## config.mk

```make
export PLATFORM = sky130hd
export DESIGN_NAME = uls_line_status
export DESIGN_NICKNAME = d
export VERILOG_FILES = /design/src/verilog/uls_line_status.v /design/src/verilog/uls_rx_fifo.v
export VERILOG_INCLUDE_DIRS = /design/src /design/src/verilog
export SDC_FILE = /design/constraint.sdc
export NUM_CORES = 1
export LEC_CHECK = 0
export ABC_AREA = 1
export BUFFER_PORTS_ARGS = -buffer_cell sky130_fd_sc_hd__buf_2
export CAP_MARGIN = 25
export CORE_MARGIN = 8
export CORE_UTILIZATION = 30
export DETAILED_ROUTE_END_ITERATION = 12
export GPL_TIMING_DRIVEN = 0
export PLACE_DENSITY = 0.56
export SYNTH_ARGS = -nofsm -noshare
export SYNTH_HDL_FRONTEND = slang
export SYNTH_SLANG_ARGS = --single-unit
```

## constraint.sdc

```tcl
create_clock -name clk -period 3.79 [get_ports clk]
set_clock_uncertainty 0.1 [all_clocks]
set_input_delay 0.758 -clock clk [delete_from_list [all_inputs] [get_ports clk]]
set_output_delay 0.758 -clock clk [all_outputs]
set_load 0.05 [all_outputs]
```

## src/verilog/uls_consts.vh

```
// Constants shared by the line status block and its receive FIFO
`ifndef ULS_CONSTS_VH
`define ULS_CONSTS_VH

// Register byte addresses
`define ULS_ADDR_RX_BUFFER   32'h50001100
`define ULS_ADDR_LINE_STATUS 32'h50001114
`define ULS_ADDR_LINE_CFG    32'h50001140

// Line status bit positions
`define ULS_LS_DR   0
`define ULS_LS_OE   1
`define ULS_LS_PE   2
`define ULS_LS_FE   3
`define ULS_LS_BI   4
`define ULS_LS_THRE 5
`define ULS_LS_TEMT 6
`define ULS_LS_RFE  7

// Reset values
`define ULS_THRE_RST  1'b1
`define ULS_TEMT_RST  1'b1
`define ULS_FLAG_RST  1'b0
`define ULS_CFG_RST   16'h0000
`define ULS_CFG_MASK  16'h03ff
`define ULS_LINE_IDLE 1'b1

// Line configuration bit positions
`define ULS_CFG_FIFO_EN   0
`define ULS_CFG_PAR_EN    1
`define ULS_CFG_PAR_EVEN  2
`define ULS_CFG_STOP2     3
`define ULS_CFG_DLS_LO    4
`define ULS_CFG_DLS_HI    5
`define ULS_CFG_IR_EN     6
`define ULS_CFG_THRE_MODE 7
`define ULS_CFG_TRG_LO    8
`define ULS_CFG_TRG_HI    9

// Error bits carried with each received character
`define ULS_ERR_PE   0
`define ULS_ERR_FE   1
`define ULS_ERR_BI   2
`define ULS_ERR_NONE 3'h0
`define ULS_ERR_BRK  3'h7

// FIFO geometry
`define ULS_FIFO_AW    4
`define ULS_FIFO_DEPTH 5'h10
`define ULS_FIFO_W     11
`define ULS_TX_FULL    5'h10

// Transmit FIFO threshold levels
`define ULS_TRG_EMPTY   5'h00
`define ULS_TRG_TWO     5'h02
`define ULS_TRG_QUARTER 5'h04
`define ULS_TRG_HALF    5'h08

// Oversampling
`define ULS_TICK_MID  4'h7
`define ULS_TICK_LAST 4'hf
`define ULS_IR_STRETCH 5'h10
`define ULS_BRK_MAX   8'hff
`define ULS_MIN_BITS  4'h5

`endif

```

## src/verilog/uls_line_status.v

```verilog
// UART receiver framing and line status flags with clear-on-read register
`timescale 1ns/100ps
`include "uls_consts.vh"
module uls_line_status (
  input  wire        clk,
  input  wire        rst_n,
  input  wire [31:0] reg_addr,
  input  wire [15:0] reg_wdata,
  input  wire        reg_wr,
  input  wire        reg_rd,
  output wire [15:0] reg_rdata,
  input  wire        serial_in,
  input  wire        infrared_serial_in,
  input  wire        baud_tick,
  input  wire        tx_shift_empty,
  input  wire        tx_holding_full,
  input  wire [4:0]  tx_fifo_count,
  output wire        thre_int_req,
  output wire [15:0] line_status
);
  localparam [6:0] ST_IDLE   = 7'h01;
  localparam [6:0] ST_START  = 7'h02;
  localparam [6:0] ST_DATA   = 7'h04;
  localparam [6:0] ST_PARITY = 7'h08;
  localparam [6:0] ST_STOP   = 7'h10;
  localparam [6:0] ST_BREAK  = 7'h20;
  localparam [6:0] ST_WAITHI = 7'h40;

  function [7:0] char_ticks;
    input [1:0] dls;
    input       parity_enable;
    input       stop2;
    reg   [3:0] bits;
    begin
      bits       = 4'h2 + `ULS_MIN_BITS + {2'b00, dls} + {3'b000, parity_enable} + {3'b000, stop2};
      char_ticks = {bits, 4'h0};
    end
  endfunction

  function [7:0] align;
    input [7:0] shift;
    input [1:0] dls;
    begin
      align = shift >> (2'd3 - dls);
    end
  endfunction

  function par_err;
    input [7:0] data;
    input       pbit;
    input       even;
    input       parity_enable;
    begin
      par_err = parity_enable & ((^data) ^ pbit ^ ~even);
    end
  endfunction

  function [4:0] trg_level;
    input [1:0] sel;
    begin
      case (sel)
        2'b00:   trg_level = `ULS_TRG_EMPTY;
        2'b01:   trg_level = `ULS_TRG_TWO;
        2'b10:   trg_level = `ULS_TRG_QUARTER;
        default: trg_level = `ULS_TRG_HALF;
      endcase
    end
  endfunction

  reg  [15:0] cfg_r;
  reg  [15:0] rdata_r;
  reg  [2:0]  sin_sync_r;
  reg  [2:0]  sir_sync_r;
  reg         sin_filt_r;
  reg         sir_filt_r;
  reg  [4:0]  ir_hold_r;
  reg  [7:0]  brk_cnt_r;
  reg  [6:0]  state_r;
  reg  [3:0]  tick_r;
  reg  [2:0]  bit_r;
  reg  [7:0]  shift_r;
  reg         par_r;
  reg         done_r;
  reg  [7:0]  done_data_r;
  reg  [2:0]  done_err_r;
  reg  [7:0]  rxb_r;
  reg         rxb_valid_r;
  reg         new_head_r;
  reg         oe_r;
  reg         pe_r;
  reg         fe_r;
  reg         bi_r;
  reg         rfe_r;
  reg         thre_r;
  reg         temt_r;
  reg         thre_irq_r;
  reg  [2:0]  err_set;
  wire        fifo_en;
  wire        parity_enable;
  wire [1:0]  dls;
  wire        rx_line;
  wire        brk_long;
  wire [7:0]  data_a;
  wire        sts_rd;
  wire        rxb_rd;
  wire        cfg_wr;
  wire        fifo_push;
  wire        fifo_pop;
  wire [10:0] head_data;
  wire        fifo_empty;
  wire        fifo_full;
  wire        tail_err;
  wire        ovr_set;
  wire        rfe_set;
  wire        dr;
  wire        tx_fifo_empty;
  wire [15:0] sts_value;

  assign fifo_en = cfg_r[`ULS_CFG_FIFO_EN];
  assign parity_enable     = cfg_r[`ULS_CFG_PAR_EN];
  assign dls     = cfg_r[`ULS_CFG_DLS_HI:`ULS_CFG_DLS_LO];
  assign sts_rd  = reg_rd & (reg_addr == `ULS_ADDR_LINE_STATUS);
  assign rxb_rd  = reg_rd & (reg_addr == `ULS_ADDR_RX_BUFFER);
  assign cfg_wr  = reg_wr & (reg_addr == `ULS_ADDR_LINE_CFG);

  // Pin inputs: a new level counts only once the second and third stages agree
  always @(posedge clk or negedge rst_n) begin
    if (!rst_n) begin
      sin_sync_r <= {3{`ULS_LINE_IDLE}};
      sir_sync_r <= {3{`ULS_LINE_IDLE}};
      sin_filt_r <= `ULS_LINE_IDLE;
      sir_filt_r <= `ULS_LINE_IDLE;
    end else begin
      sin_sync_r <= {sin_sync_r[1:0], serial_in};
      sir_sync_r <= {sir_sync_r[1:0], infrared_serial_in};
      if (sin_sync_r[1] == sin_sync_r[2])
        sin_filt_r <= sin_sync_r[2];
      if (sir_sync_r[1] == sir_sync_r[2])
        sir_filt_r <= sir_sync_r[2];
    end
  end

  // Infrared pulses are stretched to a bit period so a pulse train reads as low
  always @(posedge clk or negedge rst_n) begin
    if (!rst_n)
      ir_hold_r <= 5'h00;
    else if (!sir_filt_r)
      ir_hold_r <= `ULS_IR_STRETCH;
    else if (baud_tick && (ir_hold_r != 5'h00))
      ir_hold_r <= ir_hold_r - 5'h01;
  end

  assign rx_line = cfg_r[`ULS_CFG_IR_EN] ? (ir_hold_r == 5'h00) : sin_filt_r;

  // Low time counted in oversample ticks, saturating
  always @(posedge clk or negedge rst_n) begin
    if (!rst_n)
      brk_cnt_r <= 8'h00;
    else if (rx_line)
      brk_cnt_r <= 8'h00;
    else if (baud_tick && (brk_cnt_r != `ULS_BRK_MAX))
      brk_cnt_r <= brk_cnt_r + 8'h01;
  end

  assign brk_long = brk_cnt_r > char_ticks(dls, parity_enable, cfg_r[`ULS_CFG_STOP2]);
  assign data_a   = align(shift_r, dls);

  // Receive framer, sixteen ticks per bit, sampling at mid-bit
  always @(posedge clk or negedge rst_n) begin
    if (!rst_n) begin
      state_r     <= ST_IDLE;
      tick_r      <= 4'h0;
      bit_r       <= 3'h0;
      shift_r     <= 8'h00;
      par_r       <= 1'b0;
      done_r      <= 1'b0;
      done_data_r <= 8'h00;
      done_err_r  <= `ULS_ERR_NONE;
    end else begin
      done_r <= 1'b0;
      case (state_r)
        ST_IDLE: begin
          tick_r <= 4'h0;
          if (!rx_line)
            state_r <= ST_START;
        end
        ST_START: begin
          if (baud_tick) begin
            tick_r <= tick_r + 4'h1;
            if (tick_r == `ULS_TICK_MID) begin
              tick_r  <= 4'h0;
              bit_r   <= 3'h0;
              state_r <= rx_line ? ST_IDLE : ST_DATA;
            end
          end
        end
        ST_DATA: begin
          if (baud_tick) begin
            tick_r <= tick_r + 4'h1;
            if (tick_r == `ULS_TICK_LAST) begin
              shift_r <= {rx_line, shift_r[7:1]};
              bit_r   <= bit_r + 3'h1;
              if (bit_r == {1'b1, dls})
                state_r <= parity_enable ? ST_PARITY : ST_STOP;
            end
          end
        end
        ST_PARITY: begin
          if (baud_tick) begin
            tick_r <= tick_r + 4'h1;
            if (tick_r == `ULS_TICK_LAST) begin
              par_r   <= rx_line;
              state_r <= ST_STOP;
            end
          end
        end
        ST_STOP: begin
          if (baud_tick) begin
            tick_r <= tick_r + 4'h1;
            if (tick_r == `ULS_TICK_LAST) begin
              if (rx_line) begin
                done_r      <= 1'b1;
                done_data_r <= data_a;
                done_err_r  <= {2'b00, par_err(data_a, par_r, cfg_r[`ULS_CFG_PAR_EVEN], parity_enable)};
                state_r     <= ST_IDLE;
              end else if ((data_a == 8'h00) && !(parity_enable && par_r)) begin
                // All-zero frame may be a break; hold it until the low time decides
                state_r <= ST_BREAK;
              end else begin
                done_r      <= 1'b1;
                done_data_r <= data_a;
                done_err_r  <= {2'b01, par_err(data_a, par_r, cfg_r[`ULS_CFG_PAR_EVEN], parity_enable)};
                tick_r      <= 4'h0;
                bit_r       <= 3'h0;
                state_r     <= ST_DATA;
              end
            end
          end
        end
        ST_BREAK: begin
          if (brk_long) begin
            done_r      <= 1'b1;
            done_data_r <= 8'h00;
            done_err_r  <= `ULS_ERR_BRK;
            state_r     <= ST_WAITHI;
          end else if (rx_line) begin
            done_r      <= 1'b1;
            done_data_r <= 8'h00;
            done_err_r  <= {2'b01, par_err(8'h00, par_r, cfg_r[`ULS_CFG_PAR_EVEN], parity_enable)};
            state_r     <= ST_IDLE;
          end
        end
        ST_WAITHI: begin
          // No further characters until the line returns high
          if (rx_line)
            state_r <= ST_IDLE;
        end
        default: begin
          state_r <= ST_IDLE;
        end
      endcase
    end
  end

  assign fifo_push = done_r & fifo_en & ~fifo_full;
  assign fifo_pop  = rxb_rd & fifo_en & ~fifo_empty;
  assign ovr_set   = done_r & (fifo_en ? fifo_full : (rxb_valid_r & ~rxb_rd));
  assign rfe_set   = fifo_push & (|done_err_r);

  uls_rx_fifo u_rx_fifo (
    .clk       (clk),
    .rst_n     (rst_n),
    .clear     (~fifo_en),
    .push      (fifo_push),
    .push_data ({done_err_r, done_data_r}),
    .pop       (fifo_pop),
    .head_data (head_data),
    .empty     (fifo_empty),
    .full      (fifo_full),
    .tail_err  (tail_err)
  );

  // Error bits reach the flags at once without FIFOs, at the head with them
  always @* begin
    err_set = `ULS_ERR_NONE;
    if (done_r && !fifo_en)
      err_set = done_err_r;
    else if (new_head_r && fifo_en && !fifo_empty)
      err_set = head_data[10:8];
  end

  always @(posedge clk or negedge rst_n) begin
    if (!rst_n) begin
      rxb_r       <= 8'h00;
      rxb_valid_r <= 1'b0;
      new_head_r  <= 1'b0;
      oe_r        <= `ULS_FLAG_RST;
      pe_r        <= `ULS_FLAG_RST;
      fe_r        <= `ULS_FLAG_RST;
      bi_r        <= `ULS_FLAG_RST;
      rfe_r       <= `ULS_FLAG_RST;
    end else begin
      if (done_r && !fifo_en)
        rxb_r <= done_data_r;
      // Set wins over the clear of the same cycle
      rxb_valid_r <= ~fifo_en & ((rxb_valid_r & ~rxb_rd) | done_r);
      new_head_r  <= fifo_pop | (fifo_push & fifo_empty);
      oe_r  <= (oe_r & ~sts_rd) | ovr_set;
      pe_r  <= (pe_r & ~sts_rd) | err_set[`ULS_ERR_PE];
      fe_r  <= (fe_r & ~sts_rd) | err_set[`ULS_ERR_FE];
      bi_r  <= (bi_r & ~sts_rd) | err_set[`ULS_ERR_BI];
      rfe_r <= fifo_en & ((rfe_r & ~(sts_rd & ~tail_err)) | rfe_set);
    end
  end

  assign dr            = fifo_en ? ~fifo_empty : rxb_valid_r;
  assign tx_fifo_empty = (tx_fifo_count == 5'h00);

  // Transmit side flags follow the transmitter state every cycle
  always @(posedge clk or negedge rst_n) begin
    if (!rst_n) begin
      thre_r     <= `ULS_THRE_RST;
      temt_r     <= `ULS_TEMT_RST;
      thre_irq_r <= 1'b0;
    end else begin
      temt_r <= tx_shift_empty & (fifo_en ? tx_fifo_empty : ~tx_holding_full);
      if (cfg_r[`ULS_CFG_THRE_MODE] && fifo_en) begin
        thre_r     <= (tx_fifo_count == `ULS_TX_FULL);
        thre_irq_r <= (tx_fifo_count <= trg_level(cfg_r[`ULS_CFG_TRG_HI:`ULS_CFG_TRG_LO]));
      end else begin
        thre_r     <= fifo_en ? tx_fifo_empty : ~tx_holding_full;
        thre_irq_r <= fifo_en ? tx_fifo_empty : ~tx_holding_full;
      end
    end
  end

  assign sts_value = {8'h00, rfe_r, temt_r, thre_r, bi_r, fe_r, pe_r, oe_r, dr};

  // Register port; read data valid only in the cycle after the strobe
  always @(posedge clk or negedge rst_n) begin
    if (!rst_n) begin
      cfg_r   <= `ULS_CFG_RST;
      rdata_r <= 16'h0000;
    end else begin
      if (cfg_wr)
        cfg_r <= reg_wdata & `ULS_CFG_MASK;
      rdata_r <= 16'h0000;
      if (reg_rd) begin
        case (reg_addr)
          `ULS_ADDR_LINE_STATUS: rdata_r <= sts_value;
          `ULS_ADDR_RX_BUFFER:   rdata_r <= {8'h00, fifo_en ? head_data[7:0] : rxb_r};
          `ULS_ADDR_LINE_CFG:    rdata_r <= cfg_r;
          default:               rdata_r <= 16'h0000;
        endcase
      end
    end
  end

  assign reg_rdata    = rdata_r;
  assign thre_int_req = thre_irq_r;
  assign line_status  = sts_value;
endmodule

```

## src/verilog/uls_rx_fifo.v

```verilog
// Receive FIFO holding characters with their error bits
`timescale 1ns/100ps
`include "uls_consts.vh"
module uls_rx_fifo (
  input  wire                   clk,
  input  wire                   rst_n,
  input  wire                   clear,
  input  wire                   push,
  input  wire [`ULS_FIFO_W-1:0] push_data,
  input  wire                   pop,
  output wire [`ULS_FIFO_W-1:0] head_data,
  output wire                   empty,
  output wire                   full,
  output reg                    tail_err
);
  reg [`ULS_FIFO_W-1:0]  mem_r [0:`ULS_FIFO_DEPTH-1];
  reg [`ULS_FIFO_AW-1:0] wr_ptr_r;
  reg [`ULS_FIFO_AW-1:0] rd_ptr_r;
  reg [`ULS_FIFO_AW:0]   count_r;
  reg [`ULS_FIFO_AW-1:0] idx;
  wire                   do_push;
  wire                   do_pop;
  integer                i;

  assign empty     = (count_r == 5'h00);
  assign full      = (count_r == `ULS_FIFO_DEPTH);
  assign head_data = mem_r[rd_ptr_r];
  // A push into a full FIFO is dropped so the stored characters stay intact
  assign do_push   = push & ~full;
  assign do_pop    = pop & ~empty;

  always @(posedge clk or negedge rst_n) begin
    if (!rst_n) begin
      wr_ptr_r <= 4'h0;
      rd_ptr_r <= 4'h0;
      count_r  <= 5'h00;
    end else if (clear) begin
      wr_ptr_r <= 4'h0;
      rd_ptr_r <= 4'h0;
      count_r  <= 5'h00;
    end else begin
      if (do_push)
        wr_ptr_r <= wr_ptr_r + 4'h1;
      if (do_pop)
        rd_ptr_r <= rd_ptr_r + 4'h1;
      if (do_push && !do_pop)
        count_r <= count_r + 5'h01;
      else if (do_pop && !do_push)
        count_r <= count_r - 5'h01;
    end
  end

  always @(posedge clk) begin
    if (do_push)
      mem_r[wr_ptr_r] <= push_data;
  end

  // Errors in any entry behind the head
  always @* begin
    tail_err = 1'b0;
    idx      = 4'h0;
    for (i = 1; i < `ULS_FIFO_DEPTH; i = i + 1) begin
      idx = rd_ptr_r + i[3:0];
      if ((i[4:0] < count_r) && (|mem_r[idx][`ULS_FIFO_W-1:8]))
        tail_err = 1'b1;
    end
  end
endmodule

```

# Word level (Yosys, flattened, before mapping)
# Memory sizes are Yosys's and may differ from the RTL's.
# Index checks and enable logic that the tools add are counted.
# totals
input_bits	62
elab_cells	317
register_bits	113
mem_bits_ro	0
latch_bits	0
out_inout_bits	33
mem_count	1
ramBits	176
# mem_list
memory	words	width	read_ports	rd_clocked_by_memory_dff	wr	line	source
u_rx_fifo.mem_r	16	11	16	0	1	uls_rx_fifo.v:16	reg [`ULS_FIFO_W-1:0] mem_r [0:`ULS_FIFO_DEPTH-1];
# op_classes
n_shift	1
n_eq_ne	39
muxes	96
add_sub_neg	26
order_cmp	17
multipliers	0
bitwise	43
div_mod_pow	0
n_reduce_logical	64
# op_table
operator	n
32-bit by 31-bit equality test with 1-bit output, second input constant	3
7-bit 2-to-1 mux	12
8-bit 2-to-1 mux	9
3-bit 2-to-1 mux	17
7-bit one-hot mux with 7 select lines	1
3-bit OR reduction	16
4-bit 2-to-1 mux	11
4-bit by 5-bit less-than comparator with 1-bit output, first input constant	8
5-bit 2-to-1 mux	7
4-bit adder, second input constant	8
10-bit one-hot mux with 3 select lines	1
1-bit 2-to-1 mux	29
1-bit logical AND	25
1-bit AND	24
2-bit inequality test, second input constant	12
3-bit by 5-bit less-than comparator with 1-bit output, first input constant	4
4-bit by 3-bit adder with 4-bit output, second input constant	4
4-bit one-hot mux with 4 select lines	1
8-bit one-hot mux with 2 select lines	1
5-bit zero test	3
4-bit by 1-bit adder with 4-bit output, second input constant	3
6-bit 2-to-1 mux	2
4-bit one-hot mux with 3 select lines	1
5-bit equality test, second input constant	2
other kinds (51)	82

# Depth between registers and ports, before layout
# An unclocked memory read counts as a cell.
# logic_depth
depth_word	25
depth_mapped	24

# By module
# From an unflattened synthesis, not the netlist that was laid out.
# unflattened
hier_cells	1822
area_unflattened_um2	15352.2
# by_module_without_submodules
module	area_each_um2	n_inst	cells_per_inst
uls_rx_fifo	9715.6	1	1069
uls_line_status	5636.7	1	753

# Worst setup path before layout
# OpenSTA, ideal clock, no wires.
# synth_path
path_kind	register to register
start	register cfg_r[4]
end	register done_data_r[0]
stages_incl_launch_ff	18
t_arrival_ps	2841
path_slack_ps	754
period_less_slack_ps	3036
cell_sequence	dfrtp_1 > clkbuf_1 > inv_1 > ha_1 > inv_1 > ha_1 > fa_1 > xor2_1 > ha_1 > nand2_1 > nor3_1 > nand4_1 > nand2_1 > nand3_1 > nand2_2 > buf_2 > nand2_1 > o31ai_1
# synth_between
elab_chain_len	7
elab_cells_between_ends	17
# synth_lines
element	line	source
start, declared	uls_line_status.v:70	reg [15:0] cfg_r;
start signal, assigned	uls_line_status.v:342	cfg_r <= `ULS_CFG_RST;
start signal, assigned	uls_line_status.v:346	cfg_r <= reg_wdata & `ULS_CFG_MASK;
parallel branches: the longest is 7 deep, another holds 8-bit greater-than comparator	-	
end signal, assigned	uls_line_status.v:223	done_data_r <= data_a;
end signal, assigned	uls_line_status.v:231	done_data_r <= data_a;
end, declared	uls_line_status.v:84	reg [7:0] done_data_r;
# Several ways; the timed one is not identified. The select of a mux whose other input is x is not followed.
# A chain may end at the register's enable or synchronous reset.

# Worst setup path after layout
# layout_path
start	register u_rx_fifo.rd_ptr_r[0]
end	register rfe_r
# layout_between
elab_chain_len	25
elab_cells_between_ends	67
# layout_lines
element	line	source
start, declared	uls_rx_fifo.v:18	reg [`ULS_FIFO_AW-1:0] rd_ptr_r;
start signal, assigned	uls_rx_fifo.v:45	rd_ptr_r <= rd_ptr_r + 4'h1;
4-bit by 1-bit adder with 4-bit output	uls_rx_fifo.v:63	idx = rd_ptr_r + i[3:0];
memory read 16 x 11 bit *	-	
3-bit OR reduction	uls_rx_fifo.v:64	if ((i[4:0] < count_r) && (|mem_r[idx][`ULS_FIFO_W-1:8]))
1-bit logical AND	uls_rx_fifo.v:64	
1-bit 2-to-1 mux (14 in series)	uls_rx_fifo.v:64	
1-bit 2-to-1 mux *	uls_rx_fifo.v:64	
1-bit NOT *	uls_line_status.v:312	rfe_r <= fifo_en & ((rfe_r & ~(sts_rd & ~tail_err)) | rfe_set);
1-bit AND *	uls_line_status.v:312	
1-bit NOT *	uls_line_status.v:312	
1-bit AND *	uls_line_status.v:312	
1-bit OR *	uls_line_status.v:312	
1-bit AND *	uls_line_status.v:312	
end signal, assigned	uls_line_status.v:301	rfe_r <= `ULS_FLAG_RST;
end signal, assigned	uls_line_status.v:312	
end, declared	uls_line_status.v:93	reg rfe_r;
# Every way passes the cells marked *; elsewhere a longest branch is shown, timed or not.

==> results.toml <==
[synth]
postSynthCellCount = 1769
synth_edf_count = 176
synthArstFlopShare_pct = 37.81
ys_seq_elements = 283
synthDistinctLibCells = 58
synth_warnings = 0
yosysSeqAreaShare_pct = 52.16
synth-main-ff-cell = "edfxtp_1"
syn_avg_cell_area_um2 = 8.645
syn_area_um2 = 15290

[clocking]
cts_sinks = 283
cts_tree = "done"
htreeDepth = 1
root_buffer = "clkbuf_16"
numCtsBuffers = 31
hold_buffers = 0
clkLatencyLatePin_ns = 0.54
path_clk_slew_ns = 0.06
postCtsSetupBuffers = 0
cts_buffer_depth = 3

[floorplanning]
core_area_um2 = 50270
chipWidth_um = 241.8
start_util_pct = 30.42
dieHeight_um = 241.8
io_pins = 95
die-area_um2 = 58460
rows = 82

[routing]
post_drt_wl_per_cell_um = 17.57
dr.first_iter.drc_count = 934
viasPerCell = 4.871
ant_nets = 0
drc = 0
first_pass_iters = 5
routed-via-count = 12655
wirelength_mm = 45.66

[global_route]
grt_pass1_wl_mm = 71.43
grt_pass1_vias = 12570
overflow = 0
grt_max_degree = 59
grt_usage_pct = 15.13
antenna_found_initial = 1

[power_and_ir_drop]
clock_power_share_pct = 42.6
p_int_mw = 5.198
power_frac_comb_pct = 7.4
seq_power_share_pct = 50.0
vdd_drop_max_mv = 0.3172
power.density_nw_per_um2 = 379.9
switching_power_mw = 1.542
p_leak_nw = 7.651
finalPower_mw = 6.740
switching_share_pct = 22.88

[worst_setup_path]
crit_fanout = 19
worstPathArrival_ns = 3.86
cp-start-kind = "register"
cp_data_required_time_ns = 4.09
critPathKind = "reg2reg"
cp-end-kind = "register"

[sta]
setup_viol = 0
finalMaxSlewViolations = 0
tightest_slew_ns = 0.7686
finalCritPeriodShare_pct = 93.78
max_freq_mhz = 281.3
period_minus_slack_ns = 3.554
hold_violations = 0
rsz0062_at_grt = "no"
slew_headroom_pct = 48.57
fin_tns_setup_ns = 0

[job]
max_cap_violations = 0

[cells_and_area]
fin_nets = 2002
area_growth_pct = 16.01
drive_gt1_share_pct = 13.35
finish.utilization_pct = 35.29

[worst_hold_path]
hold_path.class = "in2async"

[placement]
gp_congestion = 0.9869
io_buffers = 74
hpwl_mm = 34.86

[outcome]
outcome = "completed"
[routing by layer]
metal	routed length, um	part of all wire, %	global-route usage (%)
met5	0	0	0
met4	1209	2.6	4.399
met2	22090	48	26.21
met3	1980	4.3	1.841
met1	20380	45	19.65
[power groups by stage]
stage | Combinational (mW) | Clock, mW | Sequential [mW]
after global routing | 0.574 | 3.07 | 3.38
final | 0.501 | 2.87 | 3.37
after CTS | 0.504 | 2.94 | 3.37
after floorplan | 0.359 | 0 | 3.42
after global placement | 0.484 | 0 | 3.43
after detailed placement | 0.502 | 0 | 3.43
[registers in the layout (all words and copies together) (netlist names), 4 cells and up]
signal              flops
brk_cnt_r               8
cfg_r                  10
done_data_r             8
ir_hold_r               5
reg_rdata              10
rxb_r                   8
shift_r                 8
state_r                 7
tick_r                  4
u_rx_fifo.count_r       5
u_rx_fifo.mem_r       176
u_rx_fifo.rd_ptr_r      4
u_rx_fifo.wr_ptr_r      4
[critical path, cell delays in order, from the launching register on]
cell	delay, ns
dfrtp_1	0.44
buf_4	0.18
inv_2	0.13
buf_6	0.18
buf_6	0.16
buf_8	0.18
ha_1	0.24
buf_2	0.17
clkinv_1	0.15
clkbuf_4	0.24
nand3_1	0.13
nand3_1	0.09
nand2_1	0.10
nor3_4	0.26
nor2_1	0.07
nor2_1	0.12
nand2_1	0.07
nor2_1	0.10
nand3_1	0.15
nand2_1	0.10
a21oi_1	0.06
[logic make-up (layout without fill, tap and decap cells)]
family,count (synthesis),after routing,synth area share (%)
and+or+nand+nor,921,921,26.07
DFF,283,283,52.16
buffers and inverters,249,392,7.437
AOI/OAI and AO/OA,243,243,9.032
adders and majority gates,39,39,3.207
xor gates and xnor gates,21,21,1.203
muxes,12,12,0.8672
other,1,15,0.02452
[synthesized netlist by cell type (16+ instances only)]
master | number | area (um2)
clkbuf_1 | 16 | 60.06
ha_1 | 36 | 450.4
nand3_1 | 196 | 980.9
edfxtp_1 | 176 | 5285
a21oi_1 | 38 | 190.2
buf_2 | 42 | 210.2
nand2_1 | 442 | 1659
nor2_1 | 209 | 784.5
inv_1 | 146 | 548.0
nand4_1 | 21 | 131.4
buf_4 | 24 | 180.2
o21ai_0 | 129 | 645.6
o22ai_1 | 24 | 150.1
dfrtp_1 | 96 | 2402
[cell type report]
type	count	area, um2
Antenna cell	1	2.502
Buffer	89	546.8
Clock buffer	42	817.0
Clock inverter	13	138.9
Fill cell	5207	32530
Inverter	157	589.3
Multi-Input combinational cell	1250	6254
Sequential cell	283	7976
Tap cell	672	840.8
Timing Repair Buffer	91	576.8
[cells in the final DEF, fill, tap and decap left out, drive strengths merged, types with 11 or more instances in the layout]
cell	n
buf	165
dfrtp	96
o21ai	132
nand3	199
a21oi	38
inv	154
nor2	213
conb	14
nor3	18
nand2	446
xor2	15
clkinv	13
ha	36
nand4	23
dfstp	11
edfxtp	176
o31ai	11
o22ai	24
clkbuf	57
[what timing repair did]
item / 4_1_cts / 5_1_grt
gates resized for setup: 2 / 10
pin swaps: 0 / 0
setup endpoints to repair: 1 / 11
[per-stage QoR]
step | cells | setup slack, ns | instance area [um2] | hold WS (ns)
2_1_floorplan | 1782 | 0.7540 | 15340 | 0.2452
3_3_place_gp | 2528 | -0.6803 | 16550 | 0.2482
5_1_grt | 2598 | 0.003492 | 17740 | 0.1938
4_1_cts | 2596 | 0.01797 | 17690 | 0.1665
6_report | 2598 | 0.2357 | 17740 | 0.1608
3_5_place_dp | 2543 | -0.6599 | 16740 | 0.2479
[final timing paths]
path | start | to | slack, ns | depth (start not counted)
max | u_rx_fifo.rd_ptr_r[0] | rfe_r | 0.24 | 20
min | rst_n | bit_r[1] | 0.16 | 1
max reg2reg | u_rx_fifo.rd_ptr_r[0] | rfe_r | 0.24 | 20
min reg2reg | sir_sync_r[0] | sir_sync_r[1] | 0.26 | 0
max in group asynchronous | rst_n | u_rx_fifo.rd_ptr_r[0] | 2.70 | 2
min in group clk | infrared_serial_in | sir_sync_r[0] | 0.21 | 1
Power figures use the tool's default switching activity.
